`src/shared/porwd_map.svh`:
```
// Timing counts and thresholds for the reset timer and window watchdog
`ifndef PORWD_MAP_SVH
`define PORWD_MAP_SVH
`define PORWD_RST_CYCLES 7'h40
`define PORWD_DLY_CYCLES 7'h21
`define PORWD_WDL_CYCLES 7'h04
`define PORWD_WDU_CYCLES 7'h40
`define PORWD_HV_GOOD_MV 12'h47E
`define PORWD_LV_GOOD_MV 12'h226
// Service line low time; the device filter needs two agreeing samples
`define PORWD_SVC_LOW_CYCLES 2'h3
`endif

```
`src/shared/porwd_pkg.sv`:
```
// Types shared by both ends of the reset timer and watchdog
package porwd_pkg;
  typedef logic [6:0] porwd_cnt_t;
  typedef logic [11:0] porwd_mv_t;
  typedef enum logic [3:0] {
    PORWD_OFF = 4'h1,
    PORWD_DELAY = 4'h2,
    PORWD_WATCH = 4'h4,
    PORWD_FAULT = 4'h8
  } porwd_wd_t;
endpackage

```
`src/shared/porwd_if.sv`:
```
// Link between the device timing logic and the processor end
`timescale 1ns/1ps
interface porwd_if;
  logic hvResetOe;
  logic lvResetOe;
  logic faultOe;
  logic hvChannelResetN;
  logic lvChannelResetN;
  logic watchdogFaultN;
  logic watchdogEnableN;
  logic watchdogServiceIn;
  // Open drain wires with weak pull-up: low only while an enable is low
  assign hvChannelResetN = hvResetOe;
  assign lvChannelResetN = lvResetOe;
  assign watchdogFaultN = faultOe;
  modport dev (
    output hvResetOe,
    output lvResetOe,
    output faultOe,
    input hvChannelResetN,
    input lvChannelResetN,
    input watchdogEnableN,
    input watchdogServiceIn
  );
  modport host (
    input hvChannelResetN,
    input lvChannelResetN,
    input watchdogFaultN,
    output watchdogEnableN,
    output watchdogServiceIn
  );
endinterface

```
`src/hdl/porwd_device.sv`:
```
// Device end: power-on reset timers and window watchdog
// Operation
// - Comparators judge 1.15V and 550mV feedback
// - Comparators run continuously from power-up
// - Both reset timers share one oscillator
// - Reset timeout is 64 oscillator cycles
// - Good feedback starts timer, then releases reset
// - Reset outputs open drain, wired-OR capable
// - Watchdog works only while enabled
// - Both resets released starts watchdog oscillator
// - Initial 33 cycle delay ignores service
// - Only falling service edges count
// - Edges closer than 4 cycles fault
// - 64 cycles without edge faults
// - Fault output low for 64 reset cycles
// - Fault release restarts the ignore delay
// - Good edge restarts count, fault high
// - Reset oscillator idle while serviced correctly
// - Fault output open drain like resets
`timescale 1ns/1ps
`include "porwd_map.svh"
module porwd_device
  import porwd_pkg::*;
(
  // Clock and reset
  input wire logic clk_sys,
  input wire logic rst_b,
  // Analogue feedback levels in millivolts
  input wire porwd_mv_t hvFeedback,
  input wire porwd_mv_t lvFeedback,
  // Oscillator ticks
  input wire logic resetPeriodOsc,
  input wire logic watchdogPeriodOsc,
  // Link to processor
  porwd_if.dev link,
  // Status
  output logic resetOscRunning,
  output logic watchdogOscRunning
);
  typedef struct packed {
    porwd_cnt_t hvCnt;
    porwd_cnt_t lvCnt;
    logic hvRel;
    logic lvRel;
    porwd_wd_t wd;
    porwd_cnt_t wdCnt;
    porwd_cnt_t faultCnt;
    logic [2:0] svcSync;
    logic svcLevel;
    logic [2:0] enSync;
  } porwd_dev_st_t;

  porwd_dev_st_t st_q;
  porwd_dev_st_t st_d;
  logic hvGood;
  logic lvGood;
  logic svcFall;
  logic wdOn;

  // Comparators always active; no enable gate at all
  assign hvGood = hvFeedback >= `PORWD_HV_GOOD_MV;
  assign lvGood = lvFeedback >= `PORWD_LV_GOOD_MV;
  // Filtered service level and enable (active low)
  assign svcFall = st_q.svcLevel && (st_q.svcSync[2:1] == 2'b00);
  assign wdOn = (st_q.enSync[2:1] == 2'b00);

  // Next state
  always_comb begin
    st_d = st_q;
    st_d.svcSync = {st_q.svcSync[1:0], link.watchdogServiceIn};
    st_d.enSync = {st_q.enSync[1:0], link.watchdogEnableN};
    // Level updates only when the second and third stages agree
    if (st_q.svcSync[2] == st_q.svcSync[1]) begin
      st_d.svcLevel = st_q.svcSync[2];
    end
    // Channel timers on the shared reset oscillator
    if (!hvGood) begin
      st_d.hvCnt = '0;
      st_d.hvRel = 1'b0;
    end else if (!st_q.hvRel && resetPeriodOsc) begin
      st_d.hvCnt = st_q.hvCnt + 7'h01;
      if (st_q.hvCnt == `PORWD_RST_CYCLES - 7'h01) begin
        st_d.hvRel = 1'b1;
      end
    end
    if (!lvGood) begin
      st_d.lvCnt = '0;
      st_d.lvRel = 1'b0;
    end else if (!st_q.lvRel && resetPeriodOsc) begin
      st_d.lvCnt = st_q.lvCnt + 7'h01;
      if (st_q.lvCnt == `PORWD_RST_CYCLES - 7'h01) begin
        st_d.lvRel = 1'b1;
      end
    end
    // Watchdog sequence
    if (!(st_q.hvRel && st_q.lvRel) || !wdOn) begin
      st_d.wd = PORWD_OFF;
      st_d.wdCnt = '0;
      st_d.faultCnt = '0;
    end else begin
      case (st_q.wd)
        PORWD_OFF: begin
          st_d.wd = PORWD_DELAY;
          st_d.wdCnt = '0;
        end
        PORWD_DELAY: begin
          // Service input ignored here
          if (watchdogPeriodOsc) begin
            st_d.wdCnt = st_q.wdCnt + 7'h01;
            if (st_q.wdCnt == `PORWD_DLY_CYCLES - 7'h01) begin
              st_d.wd = PORWD_WATCH;
              st_d.wdCnt = '0;
            end
          end
        end
        PORWD_WATCH: begin
          if (svcFall) begin
            if (st_q.wdCnt < `PORWD_WDL_CYCLES) begin
              st_d.wd = PORWD_FAULT;
              st_d.faultCnt = '0;
            end else begin
              st_d.wdCnt = '0;
            end
          end else if (watchdogPeriodOsc) begin
            st_d.wdCnt = st_q.wdCnt + 7'h01;
            if (st_q.wdCnt == `PORWD_WDU_CYCLES - 7'h01) begin
              st_d.wd = PORWD_FAULT;
              st_d.faultCnt = '0;
            end
          end
        end
        PORWD_FAULT: begin
          if (resetPeriodOsc) begin
            st_d.faultCnt = st_q.faultCnt + 7'h01;
            if (st_q.faultCnt == `PORWD_RST_CYCLES - 7'h01) begin
              st_d.wd = PORWD_DELAY;
              st_d.wdCnt = '0;
            end
          end
        end
        default: begin
          st_d.wd = PORWD_OFF;
        end
      endcase
    end
  end

  // State register
  always_ff @(posedge clk_sys or negedge rst_b) begin
    if (!rst_b) begin
      st_q <= '{hvCnt: '0, lvCnt: '0, hvRel: 1'b0, lvRel: 1'b0, wd: PORWD_OFF,
                wdCnt: '0, faultCnt: '0, svcSync: 3'h7, svcLevel: 1'b1,
                enSync: 3'h7};
    end else begin
      st_q <= st_d;
    end
  end

  // Open drain pins: enable low pulls the wire low
  assign link.hvResetOe = st_q.hvRel;
  assign link.lvResetOe = st_q.lvRel;
  assign link.faultOe = (st_q.wd != PORWD_FAULT);
  // Reset oscillator runs only to time a reset or a fault
  assign resetOscRunning = (hvGood && !st_q.hvRel) || (lvGood && !st_q.lvRel)
                           || (st_q.wd == PORWD_FAULT);
  assign watchdogOscRunning = (st_q.wd == PORWD_DELAY) || (st_q.wd == PORWD_WATCH);
endmodule

```
`src/flat_wrapper.sv`:
```
// flat-port wrapper written by rule: the top's interface ports become plain ports
module porwd_device_flat import porwd_pkg::*;
  (clk_sys, rst_b, hvFeedback, lvFeedback, resetPeriodOsc, watchdogPeriodOsc, resetOscRunning, watchdogOscRunning, link_hvResetOe, link_lvResetOe, link_faultOe, link_watchdogEnableN, link_watchdogServiceIn);
  porwd_if link_i ();
  input wire logic clk_sys;
  input wire logic rst_b;
  input wire porwd_mv_t hvFeedback;
  input wire porwd_mv_t lvFeedback;
  input wire logic resetPeriodOsc;
  input wire logic watchdogPeriodOsc;
  output logic resetOscRunning;
  output logic watchdogOscRunning;
  output wire logic [$bits(link_i.hvResetOe)-1:0] link_hvResetOe;
  output wire logic [$bits(link_i.lvResetOe)-1:0] link_lvResetOe;
  output wire logic [$bits(link_i.faultOe)-1:0] link_faultOe;
  input wire logic [$bits(link_i.watchdogEnableN)-1:0] link_watchdogEnableN;
  input wire logic [$bits(link_i.watchdogServiceIn)-1:0] link_watchdogServiceIn;
  assign link_hvResetOe = link_i.hvResetOe;
  assign link_lvResetOe = link_i.lvResetOe;
  assign link_faultOe = link_i.faultOe;
  assign link_i.watchdogEnableN = link_watchdogEnableN;
  assign link_i.watchdogServiceIn = link_watchdogServiceIn;
  porwd_device u_core (.clk_sys(clk_sys), .rst_b(rst_b), .hvFeedback(hvFeedback), .lvFeedback(lvFeedback), .resetPeriodOsc(resetPeriodOsc), .watchdogPeriodOsc(watchdogPeriodOsc), .link(link_i), .resetOscRunning(resetOscRunning), .watchdogOscRunning(watchdogOscRunning));
endmodule
```
`config.mk`:
```
export PLATFORM = sky130hd
export DESIGN_NAME = porwd_device_flat
export DESIGN_NICKNAME = d
export VERILOG_FILES = /design/src/shared/porwd_pkg.sv /design/src/shared/porwd_if.sv /design/src/hdl/porwd_device.sv /design/src/flat_wrapper.sv
export VERILOG_INCLUDE_DIRS = /design/src /design/src/shared
export SDC_FILE = /design/constraint.sdc
export NUM_CORES = 1
export LEC_CHECK = 0
export BUFFER_PORTS_ARGS = -buffer_cell sky130_fd_sc_hd__buf_2
export CORE_MARGIN = 2
export CORE_UTILIZATION = 55
export CTS_CLUSTER_DIAMETER = 120
export DETAILED_ROUTE_END_ITERATION = 12
export PLACE_DENSITY = 0.86
export SLEW_MARGIN = 20
export SYNTH_ARGS = -nofsm -noshare
export SYNTH_HDL_FRONTEND = slang
export SYNTH_SLANG_ARGS = --single-unit
```
`constraint.sdc`:
```
create_clock -name clk_sys -period 4.85 [get_ports clk_sys]
set_input_delay 0.7275 -clock clk_sys [delete_from_list [all_inputs] [get_ports clk_sys]]
set_output_delay 0.7275 -clock clk_sys [all_outputs]
set_load 0.02 [all_outputs]
```
==> metrics.md, run 1 <==
| Metric | Value |
|---|---|
| Die extent in x | `68.1 microns` |
| Final clock skew | `0.00343 ns` |
| Pin slew with the least headroom to its limit | `0.881 ns` |
| First-pass GRT wire length | `8010 microns` |
| Number of hold-repair buffers added at the cts stage | `0` |
| Number of primary I/O pins | `35` |
| CTS root buf | `sky130_fd_sc_hd__clkbuf_8` |
| Remaining routing DRC violations | `0` |
| Primary FF master, synth | `sky130_fd_sc_hd__dfrtp_1` |
| Max-slew violation count | `0` |
| Setup Viol. Count Final | `0` |
| Fraction of final layout cells with drive strength greater than 1 | `0.242` |
| GR Util All Layers | `0.235` |
| Layout Cells excl Fill | `319` |
| Aggregate negative setup slack | `0 ns` |
| Number of register bits inferred by synthesis | `41` |
| Vias per cell | `5.98` |
| Floorplan die area | `4640 sq um` |
| Worst Hold Class | `register to register` |
| Starting DRT DRC Count | `146` |
| Number of warnings reported in the yosys synthesis log | `0` |
| Most frequent cell on the critical path | `sky130_fd_sc_hd__buf_2` |
| Number of max-capacitance violations reported | `0` |
| Number of nets still failing antenna checks after routing | `0` |
| Weighted congestion reported at the end of routability-driven placement | `0.873` |
| Multi-input logic area | `1180 sq um` |
| Final core area utilization | `0.643` |
| Detailed-route wire length | `4730 microns` |
| Seq/Total Area, Yosys | `0.458` |
| Clock transition at the register clock pins on the worst setup and hold paths after CTS | `0.08 ns` |
| PD cells | `280 nW/um^2` |
| Synth top area share | `0.365` |
| Number of cell rows | `23` |
| Worst path required time | `4.12 ns` |
| Crit. End Element | `output pin` |
| Resized Gates After CTS | `0` |
| Reg2reg start | `u_core.st_d[6]` |
| NumNets Final | `304` |
| Unrepaired setup endpoints after global routing | `false` |
| Area of all sequential standard cells | `1040 sq um` |
| Filler Cell Count | `325` |
| CTS tree | `done` |
| Total overflow reported by the global router | `0` |
| Via count | `1909` |
| Avg Inst Size Synth | `9.70 sq um` |
| Largest fanout of any net on the critical path | `9` |
| Yosys cell types | `56` |
| Floorplan core area | `3970 sq um` |
| Startpoint of the most critical setup path | `lvFeedback[1]` |
| Worst hold slack | `0.359 ns` |
| Worst Setup Start Kind | `input port` |
| Final number of hold-violating endpoints | `0` |
| Number of standard cells after synthesis | `233` |
| Routed length per instance | `14.8 microns` |
| Vias in the first global route | `1794` |
| Post-synth design cell area | `2260 sq um` |
| Number of buffers inserted to repair setup after CTS | `0` |
| Worst path cell trace | `buf_2 > a211o_1 > a2111o_1 > a211oi_2 > o221ai_1 > buf_2` |
| Buffers on Ports | `32` |
| Synth async-reset ratio | `1.00` |
| Worst reg2reg setup slack | `2.77 ns` |
| Initial antenna violation count | `0` |
| Post-synth EDFFs | `0` |
| Nets in the synthesized netlist | `269` |
| Maximum cell stage delay along the critical path | `0.55 ns` |
| Timing-limited maximum frequency | `312 MHz` |
| Initial Utilization | `0.569` |
| CTS HTree Levels | `2` |
| Largest cells by area after synthesis | `sky130_fd_sc_hd__dfrtp_1 37%, sky130_fd_sc_hd__dfstp_2 9.3%, sky130_fd_sc_hd__nor2_1 5.1%` |
| Shortest period the worst path allows | `3.21 ns` |
| Placed wire-length estimate after detailed placement | `3400 microns` |
| P_leak | `1.12 nW` |
| Antenna diode count | `0` |
| Total power draw | `0.000716 W` |
| Area leader, netlist | `sky130_fd_sc_hd__dfrtp_1` |
| Worst Path Arrival | `2.48 ns` |
| Status | `finished clean` |
| CP Class | `input port to output pin` |
| Max rail drop VDD | `0.000208 V` |
| Vertical extent of the die | `68.1 microns` |
| CTS buffer count | `5` |
| Clock latency on the worst-skew pair | `0.31 ns` |
| TritonCTS Sinks | `41` |
| Number of placed instances with taps included | `311` |
| HP Start | `u_core.st_d[5]` |
| Pin count of the biggest net entering global routing | `42` |
| Slowest-stage cell, CP | `sky130_fd_sc_hd__a211oi_2` |
| Final period utilization | `0.661` |
| Clk buf depth | `2` |
| Pre-Repair DR Iteration Count | `4` |
| Max_slew headroom | `0.413` |
| Area growth syn-to-layout | `13.0%` |
-- placed cells by master (no fill, tap or decap), types with 9 or more instances in the layout --
cell type	instances
sky130_fd_sc_hd__dfrtp_1	33
sky130_fd_sc_hd__buf_2	32
sky130_fd_sc_hd__nor2_1	31
sky130_fd_sc_hd__nand2_1	20
sky130_fd_sc_hd__nor3_1	11
sky130_fd_sc_hd__o21ai_0	10
sky130_fd_sc_hd__nand3_1	9
sky130_fd_sc_hd__o21ai_1	9
-- layout make-up --
class / instances / share of cell area
multi-input cells: 180 / 0.460
inverters: 8 / 0.0118
repair buffers: 32 / 0.0627
flip-flops and latches: 41 / 0.405
clock buffers: 5 / 0.0269
well taps: 50 / 0.0245
clock inverters: 3 / 0.00833
-- metal layers --
| layer | track usage | part of all wire |
|---|---|---|
| met1 | 0.291 | 0.43 |
| met5 | 0 | 0 |
| met3 | 0.0625 | 0.062 |
| met4 | 0.100 | 0.017 |
| met2 | 0.386 | 0.49 |
-- where the power goes --
| part | switching [W] | internal (W) | leakage [nW] |
|---|---|---|---|
| Combinational | 0.0000457 | 0.0000391 | 0.535 |
| Clock | 0.000129 | 0.000102 | 0.0445 |
| Sequential | 0.0000271 | 0.000373 | 0.537 |
| Total | 0.000202 | 0.000514 | 1.12 |
-- Yosys cell counts (2+ instances only) --
cell type and count:
sky130_fd_sc_hd__nand3_1 9, sky130_fd_sc_hd__buf_2 3, sky130_fd_sc_hd__dfrtp_1 33, sky130_fd_sc_hd__ha_1 6, sky130_fd_sc_hd__or3_1 3, sky130_fd_sc_hd__nor2_1 31, sky130_fd_sc_hd__o211ai_1 3, sky130_fd_sc_hd__mux2i_1 2
sky130_fd_sc_hd__o2bb2ai_1 2, sky130_fd_sc_hd__o221ai_1 2, sky130_fd_sc_hd__o31ai_1 2, sky130_fd_sc_hd__o21ai_0 10, sky130_fd_sc_hd__o21ai_1 9, sky130_fd_sc_hd__a21oi_1 8, sky130_fd_sc_hd__dfstp_2 8, sky130_fd_sc_hd__a211o_1 2
sky130_fd_sc_hd__nor3_1 11, sky130_fd_sc_hd__inv_1 6, sky130_fd_sc_hd__a31oi_1 2, sky130_fd_sc_hd__nand2_1 20, sky130_fd_sc_hd__inv_2 2, sky130_fd_sc_hd__a32o_1 3, sky130_fd_sc_hd__xor2_1 6, sky130_fd_sc_hd__or2_2 2
sky130_fd_sc_hd__nand4_1 8, sky130_fd_sc_hd__and3_1 5, sky130_fd_sc_hd__xnor2_1 5, sky130_fd_sc_hd__and4_1 2
-- state kept, by name, indices dropped and copies added, names as in the netlist --
register	cells
u_core.st_d	4
u_core.st_q	35
u_core.link.hvResetOe	1
u_core.link.lvResetOe	1
-- cells by family (layout without fill, tap and decap cells) --
logic type               Yosys count  count (layout)  share of synthesized area
buffers and inverters             12              48                     0.0216
AND/OR/NAND/NOR                  104             104                      0.255
XOR/XNOR                          11              11                     0.0426
adder cells (fa/ha/maj)            6               6                     0.0332
multiplexers                       2               2                    0.00885
AO/OA/AOI/OAI                     57              57                      0.181
flip-flops                        41              41                      0.458
-- per-stage QoR --
stage	cell area (sq um)	setup WS (ns)
after floorplan	2260	1.93
after global placement	2460	1.69
after detailed placement	2460	1.63
after CTS	2550	1.64
after global routing	2550	1.49
final	2550	1.64
-- path summary, 6_finish.rpt --
path	end	depth (start not counted)
worst max register to register	u_core.st_q[18]	7
max in group asynchronous	u_core.st_q[15]	1
worst min-delay path	u_core.st_d[6]	0
worst max-delay path	resetOscRunning	6
min in group asynchronous	u_core.st_q[29]	1
worst min register to register	u_core.st_d[6]	0
-- worst max-delay path, delay by kind of cell --
kind                   cells  cell delay [ns]
AO/OA/AOI/OAI              4             1.46
buffers and inverters      2             0.28
No activity file was read; power rests on OpenSTA's default activity.
==> inputs of run 2 (changes only) <==
- CORE_UTILIZATION: 55 -> 51
- PLACE_DENSITY: 0.86 -> 0.84
- clock period: 4.85 -> 2.9 ns (I/O delays scaled with it)
==> metrics.md, run 2 (same netlist as run 1, synthesis figures left out) <==
| Metric | Value |
|---|---|
| Remaining routing DRC violations | `0 (unchanged)` |
| Fraction of final layout cells with drive strength greater than 1 | `0.247 (+0.00560)` |
| Worst Path Arrival | `1.85 ns (-0.63 ns)` |
| Most frequent cell on the critical path | `sky130_fd_sc_hd__buf_2` |
| Largest fanout of any net on the critical path | `2 (-7)` |
| Worst path required time | `2.47 ns (-1.65 ns)` |
| Clock transition at the register clock pins on the worst setup and hold paths after CTS | `0.08 ns (about the same)` |
| Final number of hold-violating endpoints | `0 (unchanged)` |
| Timing-limited maximum frequency | `438 MHz` |
| Routed length per instance | `14.0 microns (-5.7%)` |
| Die extent in x | `70.6 microns (+3.6%)` |
| Initial antenna violation count | `0 (unchanged)` |
| Most flop-heavy register | `u_core.st_q` |
| Worst Setup Start Kind | `input port` |
| Total non-filler cell area in the finished layout | `2600 sq um (+1.9%)` |
| TritonCTS Sinks | `41 (unchanged)` |
| Number of buffers inserted to repair setup after CTS | `0 (unchanged)` |
| Max rail drop VDD | `0.000404 V (+94%)` |
| Starting DRT DRC Count | `173 (+18%)` |
| Worst path cell trace | `buf_2 > a211o_1 > a2111o_1 > a211oi_2 > o221ai_1 > buf_2` |
| CTS tree | `done` |
| Setup Viol. Count Final | `0 (unchanged)` |
| Max reg flops | `35 (unchanged)` |
| CTS buffer count | `5 (unchanged)` |
| Number of cell rows | `24 (+4.3%)` |
| Clk buf depth | `2 (unchanged)` |
| Cell family with the largest share of critical-path delay | `compound AO/OA/AOI/OAI gates` |
| Area growth syn-to-layout | `15.1%` |
| Status | `finished clean` |
| Crit. path cell count | `6 (unchanged)` |
| Vertical extent of the die | `70.6 microns (+3.6%)` |
| Most common library cell in the layout ignoring fill and taps | `sky130_fd_sc_hd__dfrtp_1` |
| CP Buf/Inv Count | `2 (unchanged)` |
| Floorplan die area | `4980 sq um (+7.4%)` |
| Shortest period the worst path allows | `2.28 ns` |
| Cell depth of the worst flop-to-flop path | `7 (unchanged)` |
| Pin count of the biggest net entering global routing | `42 (unchanged)` |
| PD cells | `496 nW/um^2 (+77%)` |
| Number of hold-repair buffers added at the cts stage | `0 (unchanged)` |
| Worst Hold Class | `input port to register` |
| Number of primary I/O pins | `35 (unchanged)` |
| Aggregate negative setup slack | `0 ns (unchanged)` |
| Floorplan core area | `4320 sq um (+8.9%)` |
| Slowest-stage cell, CP | `sky130_fd_sc_hd__a2111o_1` |
| Final clock skew | `0.00534 ns (+0.00191 ns)` |
| GR Util All Layers | `0.201 (-0.0335)` |
| Pre-Repair DR Iteration Count | `4 (unchanged)` |
| Via count | `1889 (-1.0%)` |
| Buffers on Ports | `32 (unchanged)` |
| Layout Cells excl Fill | `323 (+1.3%)` |
| Resized Gates After CTS | `0 (unchanged)` |
| Total overflow reported by the global router | `0 (unchanged)` |
| First-pass GRT wire length | `8040 microns (+0.35%)` |
| Detailed-route wire length | `4520 microns (-4.5%)` |
| CTS HTree Levels | `2 (unchanged)` |
| Number of max-capacitance violations reported | `0 (unchanged)` |
| Placed wire-length estimate after detailed placement | `3280 microns (-3.5%)` |
| P_leak | `1.14 nW (+2.1%)` |
| Pin slew with the least headroom to its limit | `0.891 ns (+0.00986 ns)` |
| CP Class | `input port to output pin` |
| Placed cell areas | `2480 sq um (+0.71%)` |
| Cell depth of the worst hold path | `1 (+1)` |
| Initial Utilization | `0.523 (-0.0465)` |
| Number of placed instances with taps included | `315 (+1.3%)` |
| Vias per cell | `5.85 (-2.3%)` |
| Clock latency on the worst-skew pair | `0.29 ns (-0.02 ns)` |
| Number of nets still failing antenna checks after routing | `0 (unchanged)` |
| Leading cell types in the layout, fill and taps excluded | `33 x sky130_fd_sc_hd__dfrtp_1, 32 x sky130_fd_sc_hd__buf_2, 31 x sky130_fd_sc_hd__nor2_1, 20 x sky130_fd_sc_hd__nand2_1, 11 x sky130_fd_sc_hd__nor3_1` |
| NumNets Final | `306 (+0.66%)` |
| CTS root buf | `sky130_fd_sc_hd__clkbuf_8` |
| Antenna diode count | `0 (unchanged)` |
| Crit. End Element | `output pin` |
| Weighted congestion reported at the end of routability-driven placement | `0.875 (+0.30%)` |
| Maximum cell stage delay along the critical path | `0.41 ns (-0.14 ns)` |
| Final period utilization | `0.787` |
| Max-slew violation count | `0 (unchanged)` |
| Final core area utilization | `0.602 (-0.0415)` |
| Max_slew headroom | `0.406 (-0.00658)` |
| Vias in the first global route | `1823 (+1.6%)` |
| Unrepaired setup endpoints after global routing | `false` |
run 2: routing by layer:
layer / GRT usage / share of wire / wire length (microns)
met1: 0.255 / 0.46 / 2060
met2: 0.338 / 0.50 / 2250
met3: 0.0484 / 0.031 / 140
met4: 0.0755 / 0.014 / 63
met5: 0 / 0 / 0
run 2: worst paths after layout:
| kind | endpoint | from | slack [ns] |
|---|---|---|---|
| setup reg to reg | u_core.st_q[18] | u_core.st_d[6] | 0.80 |
| hold / removal | u_core.st_d[5] | link_watchdogServiceIn | 0.23 |
| hold reg to reg | u_core.st_d[2] | u_core.st_d[1] | 0.36 |
| min in group asynchronous | u_core.st_q[14] | rst_b | 0.26 |
| setup / recovery | resetOscRunning | lvFeedback[1] | 0.62 |
| max in group asynchronous | u_core.link.lvResetOe | rst_b | 2.08 |
run 2: where the power goes:
group	switching [W]	total, W	internal (W)
logic	0.0000750	0.000142	0.0000670
registers	0.0000451	0.000670	0.000625
clock network	0.000199	0.000479	0.000280
run 2: final cells by class:
class / count / area (sq um)
clock buffer: 6 / 82.6
clock inverter: 2 / 37.5
fill: 373 / 1720
inverter: 8 / 30.0
multi-input combinational: 180 / 1180
sequential: 41 / 1040
tap: 52 / 65.1
timing repair buffer: 34 / 175
run 2: worst register-to-register path, stage by stage (launching register included):
cell	delay, ns
sky130_fd_sc_hd__dfstp_2	0.53
sky130_fd_sc_hd__inv_1	0.04
sky130_fd_sc_hd__ha_1	0.20
sky130_fd_sc_hd__and2_1	0.18
sky130_fd_sc_hd__a31o_2	0.26
sky130_fd_sc_hd__o2bb2ai_1	0.21
sky130_fd_sc_hd__a211o_1	0.31
sky130_fd_sc_hd__a32o_1	0.25
run 2: through the flow:
| stage | total power (W) | worst slack [ns] | hold slack, ns |
|---|---|---|---|
| finish | 0.00129 | 0.619 | 0.234 |
| global route | 0.00136 | 0.588 | 0.212 |
| CTS | 0.00130 | 0.629 | 0.223 |
| detailed placement | 0.000824 | 0.629 | 0.347 |
| global placement | 0.000809 | 0.689 | 0.345 |
| floorplan | 0.000759 | 0.564 | 0.139 |
==> inputs of run 3 (changes only) <==
- CORE_UTILIZATION: 51 -> 55
- PLACE_DENSITY: 0.84 -> 0.86
- clock period: 2.9 -> 2.25 ns (I/O delays scaled with it)
==> metrics.md, run 3 (same netlist as run 1, synthesis figures left out) <==
| Metric | Value |
|---|---|
| Floorplan die area | `4640 sq um (-6.9%)` |
| Final period utilization | `0.929` |
| Worst path required time | `2.43 ns (-0.04 ns)` |
| Vias in the first global route | `1880 (+3.1%)` |
| Max rail drop VDD | `0.000412 V (+1.8%)` |
| Clock transition at the register clock pins on the worst setup and hold paths after CTS | `0.08 ns (about the same)` |
| Placed cell areas | `2520 sq um (+1.4%)` |
| Clock latency on the worst-skew pair | `0.30 ns (about the same)` |
| Number of hold-repair buffers added at the cts stage | `0 (unchanged)` |
| CP Buf/Inv Count | `1 (-1)` |
| Max reg flops | `35 (unchanged)` |
| Sw Ratio | `0.251 (+0.00369)` |
| Die extent in x | `68.1 microns (-3.5%)` |
| CTS HTree Levels | `2 (unchanged)` |
| Status | `finished clean` |
| Routed length per instance | `14.6 microns (+4.5%)` |
| Buffers on Ports | `32 (unchanged)` |
| Initial Utilization | `0.569 (+0.0465)` |
| Number of cell rows | `23 (-4.2%)` |
| First-pass GRT wire length | `8240 microns (+2.5%)` |
| Worst hold slack | `0.000830 ns (-0.233 ns)` |
| Area growth syn-to-layout | `16.3%` |
| Number of placed instances with taps included | `318 (+0.95%)` |
| GR Util All Layers | `0.235 (+0.0340)` |
| P_leak | `1.16 nW (+2.0%)` |
| Placed wire-length estimate after detailed placement | `3520 microns (+7.1%)` |
| Shortest period the worst path allows | `2.09 ns` |
| Via count | `1980 (+4.8%)` |
| NumNets Final | `311 (+1.6%)` |
| Final core area utilization | `0.662 (+0.0601)` |
| Floorplan core area | `3970 sq um (-8.2%)` |
| Vertical extent of the die | `68.1 microns (-3.5%)` |
| Unrepaired setup endpoints after global routing | `false` |
| Setup Viol. Count Final | `0 (unchanged)` |
| Fraction of final layout cells with drive strength greater than 1 | `0.257 (+0.0100)` |
| Part of the power in combinational logic | `0.112 (+0.002)` |
| Final clock skew | `0.00832 ns (+0.00298 ns)` |
| Clock share of power | `0.361 (-0.010)` |
| Number of buffers inserted to repair setup after CTS | `0 (unchanged)` |
| Total overflow reported by the global router | `0 (unchanged)` |
| Filler Cell Count | `311 (-17%)` |
| Vias per cell | `6.07 (+3.9%)` |
| Number of nets still failing antenna checks after routing | `0 (unchanged)` |
| Portion of total power attributed to sequential cells | `0.527 (+0.008)` |
| PD cells | `623 nW/um^2 (+26%)` |
| Internal cell power | `0.00123 W (+26%)` |
| Worst Hold Class | `input port to asynchronous set/reset pin` |
| Pin slew with the least headroom to its limit | `0.632 ns (-0.259 ns)` |
| Antenna diode count | `0 (unchanged)` |
| CTS tree | `done` |
| Worst path cell trace | `inv_1 > ha_1 > and2_1 > a31o_2 > o2bb2ai_1 > a211o_1 > a32o_1` |
| Aggregate negative setup slack | `0 ns (unchanged)` |
| Weighted congestion reported at the end of routability-driven placement | `0.880 (+0.57%)` |
| Worst Setup Start Kind | `register` |
| Layout Cells excl Fill | `326 (+0.93%)` |
| CTS buffer count | `5 (unchanged)` |
| Starting DRT DRC Count | `159 (-8.1%)` |
| CP Class | `register to register` |
| Largest fanout of any net on the critical path | `5 (+3)` |
| Pin count of the biggest net entering global routing | `24 (-43%)` |
| Maximum cell stage delay along the critical path | `0.54 ns (+0.13 ns)` |
| Worst Path Arrival | `2.27 ns (+0.42 ns)` |
| Max-slew violation count | `0 (unchanged)` |
| Initial antenna violation count | `0 (unchanged)` |
| Most common library cell in the layout ignoring fill and taps | `sky130_fd_sc_hd__dfrtp_1` |
| Number of max-capacitance violations reported | `0 (unchanged)` |
| Leading cell types in the layout, fill and taps excluded | `33 x sky130_fd_sc_hd__dfrtp_1, 32 x sky130_fd_sc_hd__buf_2, 31 x sky130_fd_sc_hd__nor2_1, 20 x sky130_fd_sc_hd__nand2_1, 11 x sky130_fd_sc_hd__nor3_1` |
| Cell family with the largest share of critical-path delay | `compound AO/OA/AOI/OAI gates` |
| Clk buf depth | `2 (unchanged)` |
| Detailed-route wire length | `4760 microns (+5.5%)` |
| Number of primary I/O pins | `35 (unchanged)` |
| Remaining routing DRC violations | `0 (unchanged)` |
| Switching pwr | `0.000411 W (+29%)` |
| TritonCTS Sinks | `41 (unchanged)` |
| CTS root buf | `sky130_fd_sc_hd__clkbuf_8` |
| Pre-Repair DR Iteration Count | `5 (+1)` |
| Total non-filler cell area in the finished layout | `2630 sq um (+1.0%)` |
| Final number of hold-violating endpoints | `0 (unchanged)` |
| Timing-limited maximum frequency | `478 MHz` |
| Resized Gates After CTS | `0 (unchanged)` |
| Most flop-heavy register | `u_core.st_q` |
| Crit. End Element | `register` |
| Max_slew headroom | `0.576 (+0.170)` |
| Slowest-stage cell, CP | `sky130_fd_sc_hd__dfstp_2` |
-- run 3: cell types whose count changed in the layout (fill, tap and decap cells not counted), sizes merged --
cell / delta
buf: +5
clkinv: +1
clkinvlp: -1
-- run 3: final timing paths --
path,slack (ns),startpoint,cells past startpoint,end
setup / recovery,0.16,u_core.st_d[6],7,u_core.st_q[18]
hold / removal,0.0008,rst_b,1,u_core.st_q[40]
setup reg to reg,0.16,u_core.st_d[6],7,u_core.st_q[18]
hold reg to reg,0.36,u_core.st_d[1],0,u_core.st_d[2]
max in group asynchronous,1.63,rst_b,2,u_core.st_q[21]
min in group clk_sys,0.14,link_watchdogEnableN,1,u_core.st_d[1]
-- run 3: per-stage QoR --
| step | setup WS [ns] | power (W) |
|---|---|---|
| 4_1_cts | 0.154 | 0.00165 |
| 6_report | 0.159 | 0.00164 |
| 5_1_grt | 0.0191 | 0.00171 |
| 3_3_place_gp | 0.223 | 0.00105 |
| 3_5_place_dp | 0.168 | 0.00106 |
| 2_1_floorplan | 0.109 | 0.000979 |
-- run 3: final cells by class --
cell class              count  area, sq um  share of cell area
clock buffers               6         72.6              0.0276
multi-input cells         180         1180               0.447
clock inverters             2         38.8              0.0148
inverters                   8         30.0              0.0114
flip-flops and latches     41         1040               0.394
well taps                  50         62.6              0.0238
repair buffers             39          213              0.0809
-- run 3: per-layer routing --
metal	vias up	wire length, microns	track usage
li1	944	-	-
met1	973	2140	0.313
met2	58	2320	0.386
met3	5	260	0.0609
met4	0	40	0.0575
met5	-	0	0
-- run 3: power by group through the flow --
stage	clock, W	sequential (W)	combinational [W]
6_report	0.000591	0.000862	0.000183
5_1_grt	0.000627	0.000870	0.000218
4_1_cts	0.000603	0.000860	0.000188
3_5_place_dp	0	0.000874	0.000187
3_3_place_gp	0	0.000869	0.000176
2_1_floorplan	0	0.000862	0.000117
-- run 3: worst reg2reg max path: cells and delay by family, from the launching register on --
kind            cells  cell delay (ns)
compound gates      4             1.02
fa+ha+maj           1             0.20
flops               1             0.54
buf+inv             1             0.04
simple gates        1             0.18
